### config.mk
export PLATFORM = sky130hd
export DESIGN_NAME = cev_event_ctrl
export DESIGN_NICKNAME = d
export VERILOG_FILES = /design/src/common/cev_pkg.sv /design/src/cev_edge_sync.sv /design/src/cev_event_ctrl.sv
export SDC_FILE = /design/constraint.sdc
export NUM_CORES = 2
export LEC_CHECK = 0
export BUFFER_PORTS_ARGS = -buffer_cell sky130_fd_sc_hd__buf_2
export CAP_MARGIN = 10
export CORE_UTILIZATION = 50
export DETAILED_ROUTE_END_ITERATION = 10
export PLACE_DENSITY = 0.66
export SYNTH_ARGS = -nofsm -noshare
export SYNTH_HDL_FRONTEND = slang
export SYNTH_HIERARCHICAL = 1
export SYNTH_SLANG_ARGS = --single-unit
### constraint.sdc
create_clock -name core_clk -period 31.9 [get_ports core_clk]
set_clock_uncertainty 0.05 [all_clocks]
set_input_delay 3.19 -clock core_clk [delete_from_list [all_inputs] [get_ports core_clk]]
set_output_delay 3.19 -clock core_clk [all_outputs]
set_load 0.05 [all_outputs]
### src/common/cev_pkg.sv
package cev_pkg;
  // ----------------------------------------
  // Event kinds
  // ----------------------------------------
  localparam int NUM_KINDS = 18;
  localparam int KIND_W = 5;
  localparam logic [KIND_W-1:0] EV_CAPTURE_BEGIN = 5'h00;
  localparam logic [KIND_W-1:0] EV_CAPTURE_FINISH = 5'h01;
  localparam logic [KIND_W-1:0] EV_IMAGE_BEGIN = 5'h02;
  localparam logic [KIND_W-1:0] EV_IMAGE_FINISH = 5'h03;
  localparam logic [KIND_W-1:0] EV_ACCEPTED_TRIG = 5'h04;
  localparam logic [KIND_W-1:0] EV_REJECTED_TRIG = 5'h05;
  localparam logic [KIND_W-1:0] EV_DROPPED_IMAGE = 5'h06;
  localparam logic [KIND_W-1:0] EV_REJECTED_ROW = 5'h07;
  localparam logic [KIND_W-1:0] EV_DEFERRED_ROW = 5'h08;
  localparam logic [KIND_W-1:0] EV_PIN_CHANGE_BASE = 5'h09;
  localparam logic [KIND_W-1:0] EV_PULSE_BASE = 5'h0d;
  localparam logic [KIND_W-1:0] EV_BACKLOG = 5'h11;
  localparam int NUM_IN_PINS = 4;
  localparam int NUM_PULSE_PINS = 4;

  // ----------------------------------------
  // Settings
  // ----------------------------------------
  typedef enum logic [1:0] {
    CEV_DLV_OFF = 2'h0,
    CEV_DLV_ON = 2'h1,
    CEV_DLV_LEGACY = 2'h2
  } cev_delivery_t;

  typedef enum logic [1:0] {
    CEV_EDGE_RISE = 2'h0,
    CEV_EDGE_FALL = 2'h1,
    CEV_EDGE_ANY = 2'h2
  } cev_edge_t;

  // ----------------------------------------
  // Widths and reset values
  // ----------------------------------------
  localparam int TIME_W = 64;
  localparam int TALLY_W = 32;
  localparam logic [NUM_KINDS-1:0] ENABLE_RST = 18'h0_0000;
  localparam logic [1:0] EDGE_RST = 2'h0;
  localparam logic [TIME_W-1:0] TIME_RST = 64'h0000_0000_0000_0000;

  typedef struct packed {
    logic [KIND_W-1:0] kind;
    logic [TIME_W-1:0] stamp;
  } cev_msg_t;
endpackage

### src/cev_edge_sync.sv
`timescale 1ns/1ps
module cev_edge_sync
  import cev_pkg::*;
(
  input wire logic core_clk,
  input wire logic sys_rst,
  input wire logic pin_in,
  input wire cev_edge_t edge_sel,
  output logic edge_hit
);
  // ----------------------------------------
  // Two-stage synchroniser and edge detect
  // ----------------------------------------
  logic meta_ff;
  logic sync_ff;
  logic last_ff;
  logic rise;
  logic fall;

  always_ff @(posedge core_clk or posedge sys_rst) begin
    if (sys_rst) begin
      meta_ff <= 1'b0;
      sync_ff <= 1'b0;
      last_ff <= 1'b0;
    end else begin
      meta_ff <= pin_in;
      sync_ff <= meta_ff;
      last_ff <= sync_ff;
    end
  end

  assign rise = sync_ff & ~last_ff;
  assign fall = ~sync_ff & last_ff;

  always_comb begin
    unique case (edge_sel)
      CEV_EDGE_RISE: edge_hit = rise;
      CEV_EDGE_FALL: edge_hit = fall;
      CEV_EDGE_ANY: edge_hit = rise | fall;
      default: edge_hit = 1'b0;
    endcase
  end
endmodule

### src/cev_event_ctrl.sv
`timescale 1ns/1ps
module cev_event_ctrl
  import cev_pkg::*;
#(
  parameter int QUEUE_DEPTH = 8
)
(
  input wire logic core_clk,
  input wire logic sys_rst,
  input wire logic [KIND_W-1:0] event_kind_pick,
  input wire cev_delivery_t event_delivery_setting,
  input wire logic delivery_write,
  output cev_delivery_t delivery_readout,
  input wire cev_edge_t line_edge_sensitivity,
  input wire logic [KIND_W-1:0] count_kind_pick,
  input wire logic count_clear_cmd,
  output logic [TALLY_W-1:0] occurrence_tally,
  output logic [TIME_W-1:0] time_counter_readout,
  input wire logic time_clear_cmd,
  input wire logic capture_begin,
  input wire logic capture_finish,
  input wire logic exposure_delay_begin,
  input wire logic active_frame_end,
  input wire logic frame_trigger,
  input wire logic row_trigger,
  input wire logic trigger_allowed,
  input wire logic row_trigger_deferred,
  input wire logic image_discarded,
  input wire logic [NUM_IN_PINS-1:0] io_pin_level,
  input wire logic [NUM_PULSE_PINS-1:0] pulse_begin,
  output logic frame_acq_start,
  output logic row_acq_start,
  output logic msg_valid,
  input wire logic msg_ready,
  output cev_msg_t msg_data,
  output logic queue_overflow
);
  initial begin
    if (QUEUE_DEPTH < 2 || QUEUE_DEPTH > 256) begin
      $error("QUEUE_DEPTH out of range");
    end
    if ((QUEUE_DEPTH & (QUEUE_DEPTH - 1)) != 0) begin
      $error("QUEUE_DEPTH must be a power of two");
    end
  end

  localparam int PTR_W = $clog2(QUEUE_DEPTH);
  localparam int CMP_W = (PTR_W + 1 > 6) ? PTR_W + 1 : 6;

  // ----------------------------------------
  // Event sources
  // ----------------------------------------
  logic [NUM_KINDS-1:0] raw_ev;
  logic [NUM_IN_PINS-1:0] pin_hit;

  genvar gi;
  generate
    for (gi = 0; gi < NUM_IN_PINS; gi++) begin : g_pin
      cev_edge_sync u_sync (
        .core_clk(core_clk),
        .sys_rst(sys_rst),
        .pin_in(io_pin_level[gi]),
        .edge_sel(line_edge_sensitivity),
        .edge_hit(pin_hit[gi])
      );
    end
  endgenerate

  logic overflow_now;

  always_comb begin
    raw_ev = '0;
    raw_ev[EV_CAPTURE_BEGIN] = capture_begin;
    raw_ev[EV_CAPTURE_FINISH] = capture_finish;
    raw_ev[EV_IMAGE_BEGIN] = exposure_delay_begin;
    raw_ev[EV_IMAGE_FINISH] = active_frame_end;
    raw_ev[EV_ACCEPTED_TRIG] = frame_trigger & trigger_allowed;
    raw_ev[EV_REJECTED_TRIG] = frame_trigger & ~trigger_allowed;
    raw_ev[EV_DROPPED_IMAGE] = image_discarded;
    raw_ev[EV_REJECTED_ROW] = row_trigger & ~trigger_allowed & ~row_trigger_deferred;
    raw_ev[EV_DEFERRED_ROW] = row_trigger & ~trigger_allowed & row_trigger_deferred;
    for (int i = 0; i < NUM_IN_PINS; i++) begin
      raw_ev[EV_PIN_CHANGE_BASE + i] = pin_hit[i];
    end
    for (int i = 0; i < NUM_PULSE_PINS; i++) begin
      raw_ev[EV_PULSE_BASE + i] = pulse_begin[i];
    end
    raw_ev[EV_BACKLOG] = overflow_now;
  end

  assign frame_acq_start = frame_trigger & trigger_allowed;
  assign row_acq_start = row_trigger & (trigger_allowed | row_trigger_deferred);

  // ----------------------------------------
  // Delivery settings
  // ----------------------------------------
  logic [NUM_KINDS-1:0] enable_ff;
  logic [NUM_KINDS-1:0] legacy_ff;
  logic [NUM_KINDS-1:0] fire;

  assign fire = raw_ev & (enable_ff | (NUM_KINDS'(overflow_now) << EV_BACKLOG));

  always_ff @(posedge core_clk or posedge sys_rst) begin
    if (sys_rst) begin
      enable_ff <= ENABLE_RST;
      legacy_ff <= ENABLE_RST;
    end else if (overflow_now) begin
      enable_ff <= ENABLE_RST;
    end else if (delivery_write && event_kind_pick < KIND_W'(NUM_KINDS)) begin
      enable_ff[event_kind_pick] <= (event_delivery_setting != CEV_DLV_OFF);
      legacy_ff[event_kind_pick] <= (event_delivery_setting == CEV_DLV_LEGACY);
    end
  end

  always_comb begin
    delivery_readout = CEV_DLV_OFF;
    if (event_kind_pick < KIND_W'(NUM_KINDS) && enable_ff[event_kind_pick]) begin
      delivery_readout = legacy_ff[event_kind_pick] ? CEV_DLV_LEGACY : CEV_DLV_ON;
    end
  end

  // ----------------------------------------
  // Time counter
  // ----------------------------------------
  logic [TIME_W-1:0] time_ff;

  always_ff @(posedge core_clk or posedge sys_rst) begin
    if (sys_rst) begin
      time_ff <= TIME_RST;
    end else if (time_clear_cmd) begin
      time_ff <= TIME_RST;
    end else begin
      time_ff <= time_ff + 64'h0000_0000_0000_0001;
    end
  end

  assign time_counter_readout = time_ff;

  // ----------------------------------------
  // Occurrence tallies
  // ----------------------------------------
  logic [TALLY_W-1:0] tally_ff [NUM_KINDS];

  always_ff @(posedge core_clk or posedge sys_rst) begin
    if (sys_rst) begin
      for (int i = 0; i < NUM_KINDS; i++) begin
        tally_ff[i] <= '0;
      end
    end else begin
      for (int i = 0; i < NUM_KINDS; i++) begin
        if (raw_ev[i]) begin
          tally_ff[i] <= tally_ff[i] + 32'h0000_0001;
        end else if (count_clear_cmd && count_kind_pick == KIND_W'(i)) begin
          tally_ff[i] <= '0;
        end
      end
    end
  end

  always_ff @(posedge core_clk or posedge sys_rst) begin
    if (sys_rst) begin
      occurrence_tally <= '0;
    end else if (count_kind_pick < KIND_W'(NUM_KINDS)) begin
      occurrence_tally <= tally_ff[count_kind_pick];
    end else begin
      occurrence_tally <= '0;
    end
  end

  // ----------------------------------------
  // Message queue, one slot per event
  // ----------------------------------------
  cev_msg_t queue_mem [QUEUE_DEPTH];
  logic [PTR_W:0] wr_ptr_ff;
  logic [PTR_W:0] rd_ptr_ff;
  logic [PTR_W:0] used;
  logic [PTR_W:0] fire_cnt;
  logic [PTR_W:0] space;
  logic [PTR_W:0] slot_off [NUM_KINDS];
  logic pop;

  assign used = wr_ptr_ff - rd_ptr_ff;
  assign pop = msg_valid & msg_ready;
  assign space = (PTR_W+1)'(QUEUE_DEPTH) - used;

  logic [5:0] cnt_pend;
  always_comb begin
    cnt_pend = '0;
    for (int i = 0; i < NUM_KINDS; i++) begin
      if (i != EV_BACKLOG) begin
        cnt_pend = cnt_pend + {5'h00, raw_ev[i] & enable_ff[i]};
      end
    end
  end

  // Overflow when enabled events would take the last slot, kept for the backlog event
  assign overflow_now = (cnt_pend != 6'h00) && (CMP_W'(cnt_pend) >= CMP_W'(space));

  // Slot offset of each firing kind, in increasing kind order
  always_comb begin
    fire_cnt = '0;
    for (int i = 0; i < NUM_KINDS; i++) begin
      slot_off[i] = fire_cnt;
      fire_cnt = fire_cnt + (PTR_W+1)'(fire[i]);
    end
  end

  always_ff @(posedge core_clk or posedge sys_rst) begin
    if (sys_rst) begin
      wr_ptr_ff <= '0;
    end else if (overflow_now) begin
      if (space != '0) begin
        wr_ptr_ff <= wr_ptr_ff + (PTR_W+1)'(1);
      end
    end else begin
      wr_ptr_ff <= wr_ptr_ff + fire_cnt;
    end
  end

  always_ff @(posedge core_clk) begin
    if (overflow_now) begin
      if (space != '0) begin
        queue_mem[wr_ptr_ff[PTR_W-1:0]] <= '{kind: EV_BACKLOG, stamp: time_ff};
      end
    end else begin
      for (int i = 0; i < NUM_KINDS; i++) begin
        if (fire[i]) begin
          queue_mem[PTR_W'(wr_ptr_ff + slot_off[i])] <= '{kind: KIND_W'(i), stamp: time_ff};
        end
      end
    end
  end

  always_ff @(posedge core_clk or posedge sys_rst) begin
    if (sys_rst) begin
      rd_ptr_ff <= '0;
    end else if (pop) begin
      rd_ptr_ff <= rd_ptr_ff + (PTR_W+1)'(1);
    end
  end

  always_ff @(posedge core_clk or posedge sys_rst) begin
    if (sys_rst) begin
      queue_overflow <= 1'b0;
    end else begin
      queue_overflow <= overflow_now;
    end
  end

  assign msg_valid = (used != '0);
  assign msg_data = queue_mem[rd_ptr_ff[PTR_W-1:0]];
endmodule
==> impl_metrics.sql <==
INSERT INTO impl_metrics (metric_group, metric, value, unit) VALUES
('die', 'core_region_area', '127500', 'sq um'),
('yosys', 'asyncSetResetFlopFracSynth', '0.5691', ''),
('clock_tree', 'root_buffer', 'sky130_fd_sc_hd__clkbuf_16', ''),
('sta', 'setup-tns-final', '0', 'ps'),
('power', 'share_seq_of_total_power', '0.372', ''),
('clock_tree', 'tritoncts', 'yes', ''),
('sta', 'setup-violations-final', '0', ''),
('yosys', 'post-synth-top-count-cell', 'sky130_fd_sc_hd__nand2_1', ''),
('worst_setup_path', 'cpMaxStageDelayCell', 'sky130_fd_sc_hd__xor2_1', ''),
('drt', 'via_per_inst', '6.148', ''),
('yosys', 'synth.distinct_cells', '90', ''),
('worst_setup_path', 'timing.setup.critical_path_class', 'in -> reg', ''),
('worst_setup_path', 'worstSetupStartpointType', 'input port', ''),
('sta', 'slew_at_the_pin_closest_to_its_max_slew_limit', '1145', 'ps'),
('sta', 'post-route-min-period', '14170', 'ps'),
('placed_design', 'post-place-ws', '17190', 'ps'),
('layout', 'finalNetCount', '5838', ''),
('outcome', 'run_status', 'completed', ''),
('yosys', 'post_synthesis_cell_area', '64240', 'sq um'),
('clock_tree', 'cts.hold.buffers_added', '0', ''),
('flow_run', 'drv_cap', '0', ''),
('sta', 'maxSlewHeadroom', '0.2340', ''),
('sta', 'min_period_over_period', '0.4441', ''),
('global_route', 'grt.met2_usage', '0.4249', ''),
('drt', 'drt_iter0_drc', '4466', ''),
('layout', 'layout-area-overhead-vs-synth', '11.54', '%'),
('drt', 'postRouteWirelength', '171000', 'um'),
('clock_tree', 'post-cts-setup-buffers', '0', ''),
('clock_tree', 'post_cts_resized', '0', ''),
('drt', 'post_drt_wl_per_cell', '22.93', 'um'),
('worst_setup_path', 'crit_arrival', '14490', 'ps'),
('die', 'die_footprint', '129900', 'sq um'),
('yosys', 'synth_nets', '5662', ''),
('worst_setup_path', 'crit_path_max_fanout', '58', ''),
('global_route', 'grt_max_degree', '167', ''),
('clock_tree', 'ctsHtreeMaxLevel', '4', ''),
('yosys', 'postSynthCellCount', '5507', ''),
('placed_design', 'post-dp-hpwl', '118800', 'um'),
('power', 'p_leak', '28.85', 'nW'),
('global_route', 'grt_overflow', '0', ''),
('clock_tree', 'clk_latency_worst_skew_pair', '760', 'ps'),
('yosys', 'dominantRegCellSynth', 'sky130_fd_sc_hd__dfrtp_1', ''),
('global_route', 'grt_pass1_vias', '44363', ''),
('layout', 'final_util', '0.5619', ''),
('global_route', 'grt_usage', '0.2639', ''),
('yosys', 'yosysWarningCount', '6', ''),
('power', 'comb_power_share', '0.396', ''),
('drt', 'detailroute.via_count', '45851', ''),
('worst_setup_path', 'timing.critical_path.to_type', 'flip-flop', ''),
('clock_tree', 'cts_buffers', '140', ''),
('clock_tree', 'cts.path.max_buffers', '3', ''),
('yosys', 'yosys_register_bits', '1281', ''),
('drt', 'dr.pass1.iters', '7', ''),
('power', 'swShare', '0.4000', ''),
('clock_tree', 'clock_transition_at_the_registers_of_the_reported_paths', '60', 'ps'),
('die', 'die_x', '360.5', 'um'),
('die', 'placement_rows', '131', ''),
('clock_tree', 'clock-sinks', '1281', ''),
('drt', 'final_antenna_net_count', '0', ''),
('yosys', 'synth_area_per_cell', '11.67', 'sq um'),
('placed_design', 'port-buffer-count', '207', ''),
('global_route', 'global_route.usage.met3', '0.04105', ''),
('power', 'peakVddDrop', '0.0001575', 'V'),
('yosys', 'synth-seq-area-share', '0.5357', ''),
('global_route', 'grt_first_pass_wirelength', '265500', 'um'),
('power', 'power-per-cell-area', '97.30', 'nW/um^2'),
('drt', 'detail_route.drc_violations', '0', ''),
('power', 'p_switching', '0.002789', 'W'),
('yosys', 'synth-edff-count', '512', ''),
('min_path', 'worst_hold_path_type', 'reg -> reg', ''),
('power', 'internal_power', '0.004183', 'W');
-- cell usage in the layout (no fill, tap or decap), types with 134 or more instances in the layout --
cell / Yosys / final
sky130_fd_sc_hd__buf_2: 3 / 205
sky130_fd_sc_hd__nor2_1: 285 / 285
sky130_fd_sc_hd__inv_1: 173 / 171
sky130_fd_sc_hd__nand3_1: 511 / 510
sky130_fd_sc_hd__clkbuf_16: 0 / 141
sky130_fd_sc_hd__and3_1: 134 / 134
sky130_fd_sc_hd__edfxtp_1: 512 / 512
sky130_fd_sc_hd__o21ai_0: 377 / 375
sky130_fd_sc_hd__mux2i_1: 188 / 188
sky130_fd_sc_hd__nand2_1: 759 / 759
sky130_fd_sc_hd__mux4_2: 308 / 308
sky130_fd_sc_hd__dfrtp_1: 729 / 726
-- metrics by stage --
stage	total power, W	hold WS [ps]	cells	cell area (sq um)
6_report	0.006972	298.5	7458	71660
5_1_grt	0.007303	307.0	7458	71660
4_1_cts	0.007018	300.2	7457	71650
3_5_place_dp	0.005376	285.7	7203	67050
3_3_place_gp	0.005330	284.1	7203	67050
2_1_floorplan	0.004552	281.2	5507	64240
-- cell type report --
class | instances | area (sq um)
Antenna cell | 1 | 2.502
Fill cell | 10545 | 55860
Clock buffer | 198 | 3993
Timing Repair Buffer | 263 | 1510
Multi-Input combinational cell | 3821 | 28360
Tap cell | 1662 | 2079
Inverter | 176 | 668.1
Clock inverter | 56 | 615.6
Sequential cell | 1281 | 34430
-- worst paths after layout --
| kind | startpoint | slack (ps) | endpoint | depth (start not counted) |
|---|---|---|---|---|
| worst max-delay path | line_edge_sensitivity[0] | 17730 | queue_mem[6][42]$_DFFE_PP_ | 32 |
| worst min-delay path | g_pin[3].u_sync/meta_ff$_DFF_PP0_ | 300 | g_pin[3].u_sync/sync_ff$_DFF_PP0_ | 0 |
| worst max register to register | g_pin[2].u_sync/sync_ff$_DFF_PP0_ | 19790 | queue_mem[6][42]$_DFFE_PP_ | 32 |
| worst min register to register | g_pin[3].u_sync/meta_ff$_DFF_PP0_ | 300 | g_pin[3].u_sync/sync_ff$_DFF_PP0_ | 0 |
| max in group asynchronous | sys_rst | 26210 | tally_ff[470]$_DFFE_PP0P_ | 5 |
| min in group asynchronous | sys_rst | 2320 | g_pin[1].u_sync/meta_ff$_DFF_PP0_ | 2 |
-- flip-flops by register name, indices dropped and copies added, names as in the netlist --
signal and cells:
enable_ff 18, g_pin.u_sync/last_ff 4, g_pin.u_sync/meta_ff 4, g_pin.u_sync/sync_ff 4, legacy_ff 18, occurrence_tally 32
queue_mem 552, queue_overflow 1, rd_ptr_ff 4, tally_ff 576, time_counter_readout 64, wr_ptr_ff 4
-- cell families (layout without fill, tap and decap cells) --
group / Yosys count / after routing / share of synthesized area
xor+xnor: 157 / 157 / 0.02623
fa+ha+maj: 118 / 118 / 0.02637
mux: 529 / 529 / 0.1431
flops: 1281 / 1281 / 0.5357
other cells: 0 / 1 / 0
buf+inv: 405 / 693 / 0.02394
simple gates: 2178 / 2178 / 0.1631
compound gates: 839 / 839 / 0.08159
-- per-layer routing --
metal	routed length, um	vias to the layer above
li1	-	21046
met1	72420	23110
met2	81680	1421
met3	10850	274
met4	6067	0
met5	0	-
-- worst max-delay path, delay by kind of cell --
| kind | cells | cell delay (ps) |
|---|---|---|
| fa+ha+maj | 9 | 3730 |
| buf+inv | 7 | 2570 |
| compound gates | 6 | 1900 |
| mux | 1 | 310 |
| xor+xnor | 3 | 1170 |
| simple gates | 6 | 1500 |
-- power groups by stage --
stage | logic, W | clock network, W | registers, W
4_1_cts | 0.00277 | 0.00165 | 0.00259
5_1_grt | 0.00295 | 0.00171 | 0.00264
2_1_floorplan | 0.00196 | 0 | 0.00259
3_5_place_dp | 0.00276 | 0 | 0.00262
3_3_place_gp | 0.00273 | 0 | 0.00260
6_report | 0.00276 | 0.00162 | 0.00259
Power figures use the tool's default switching activity.
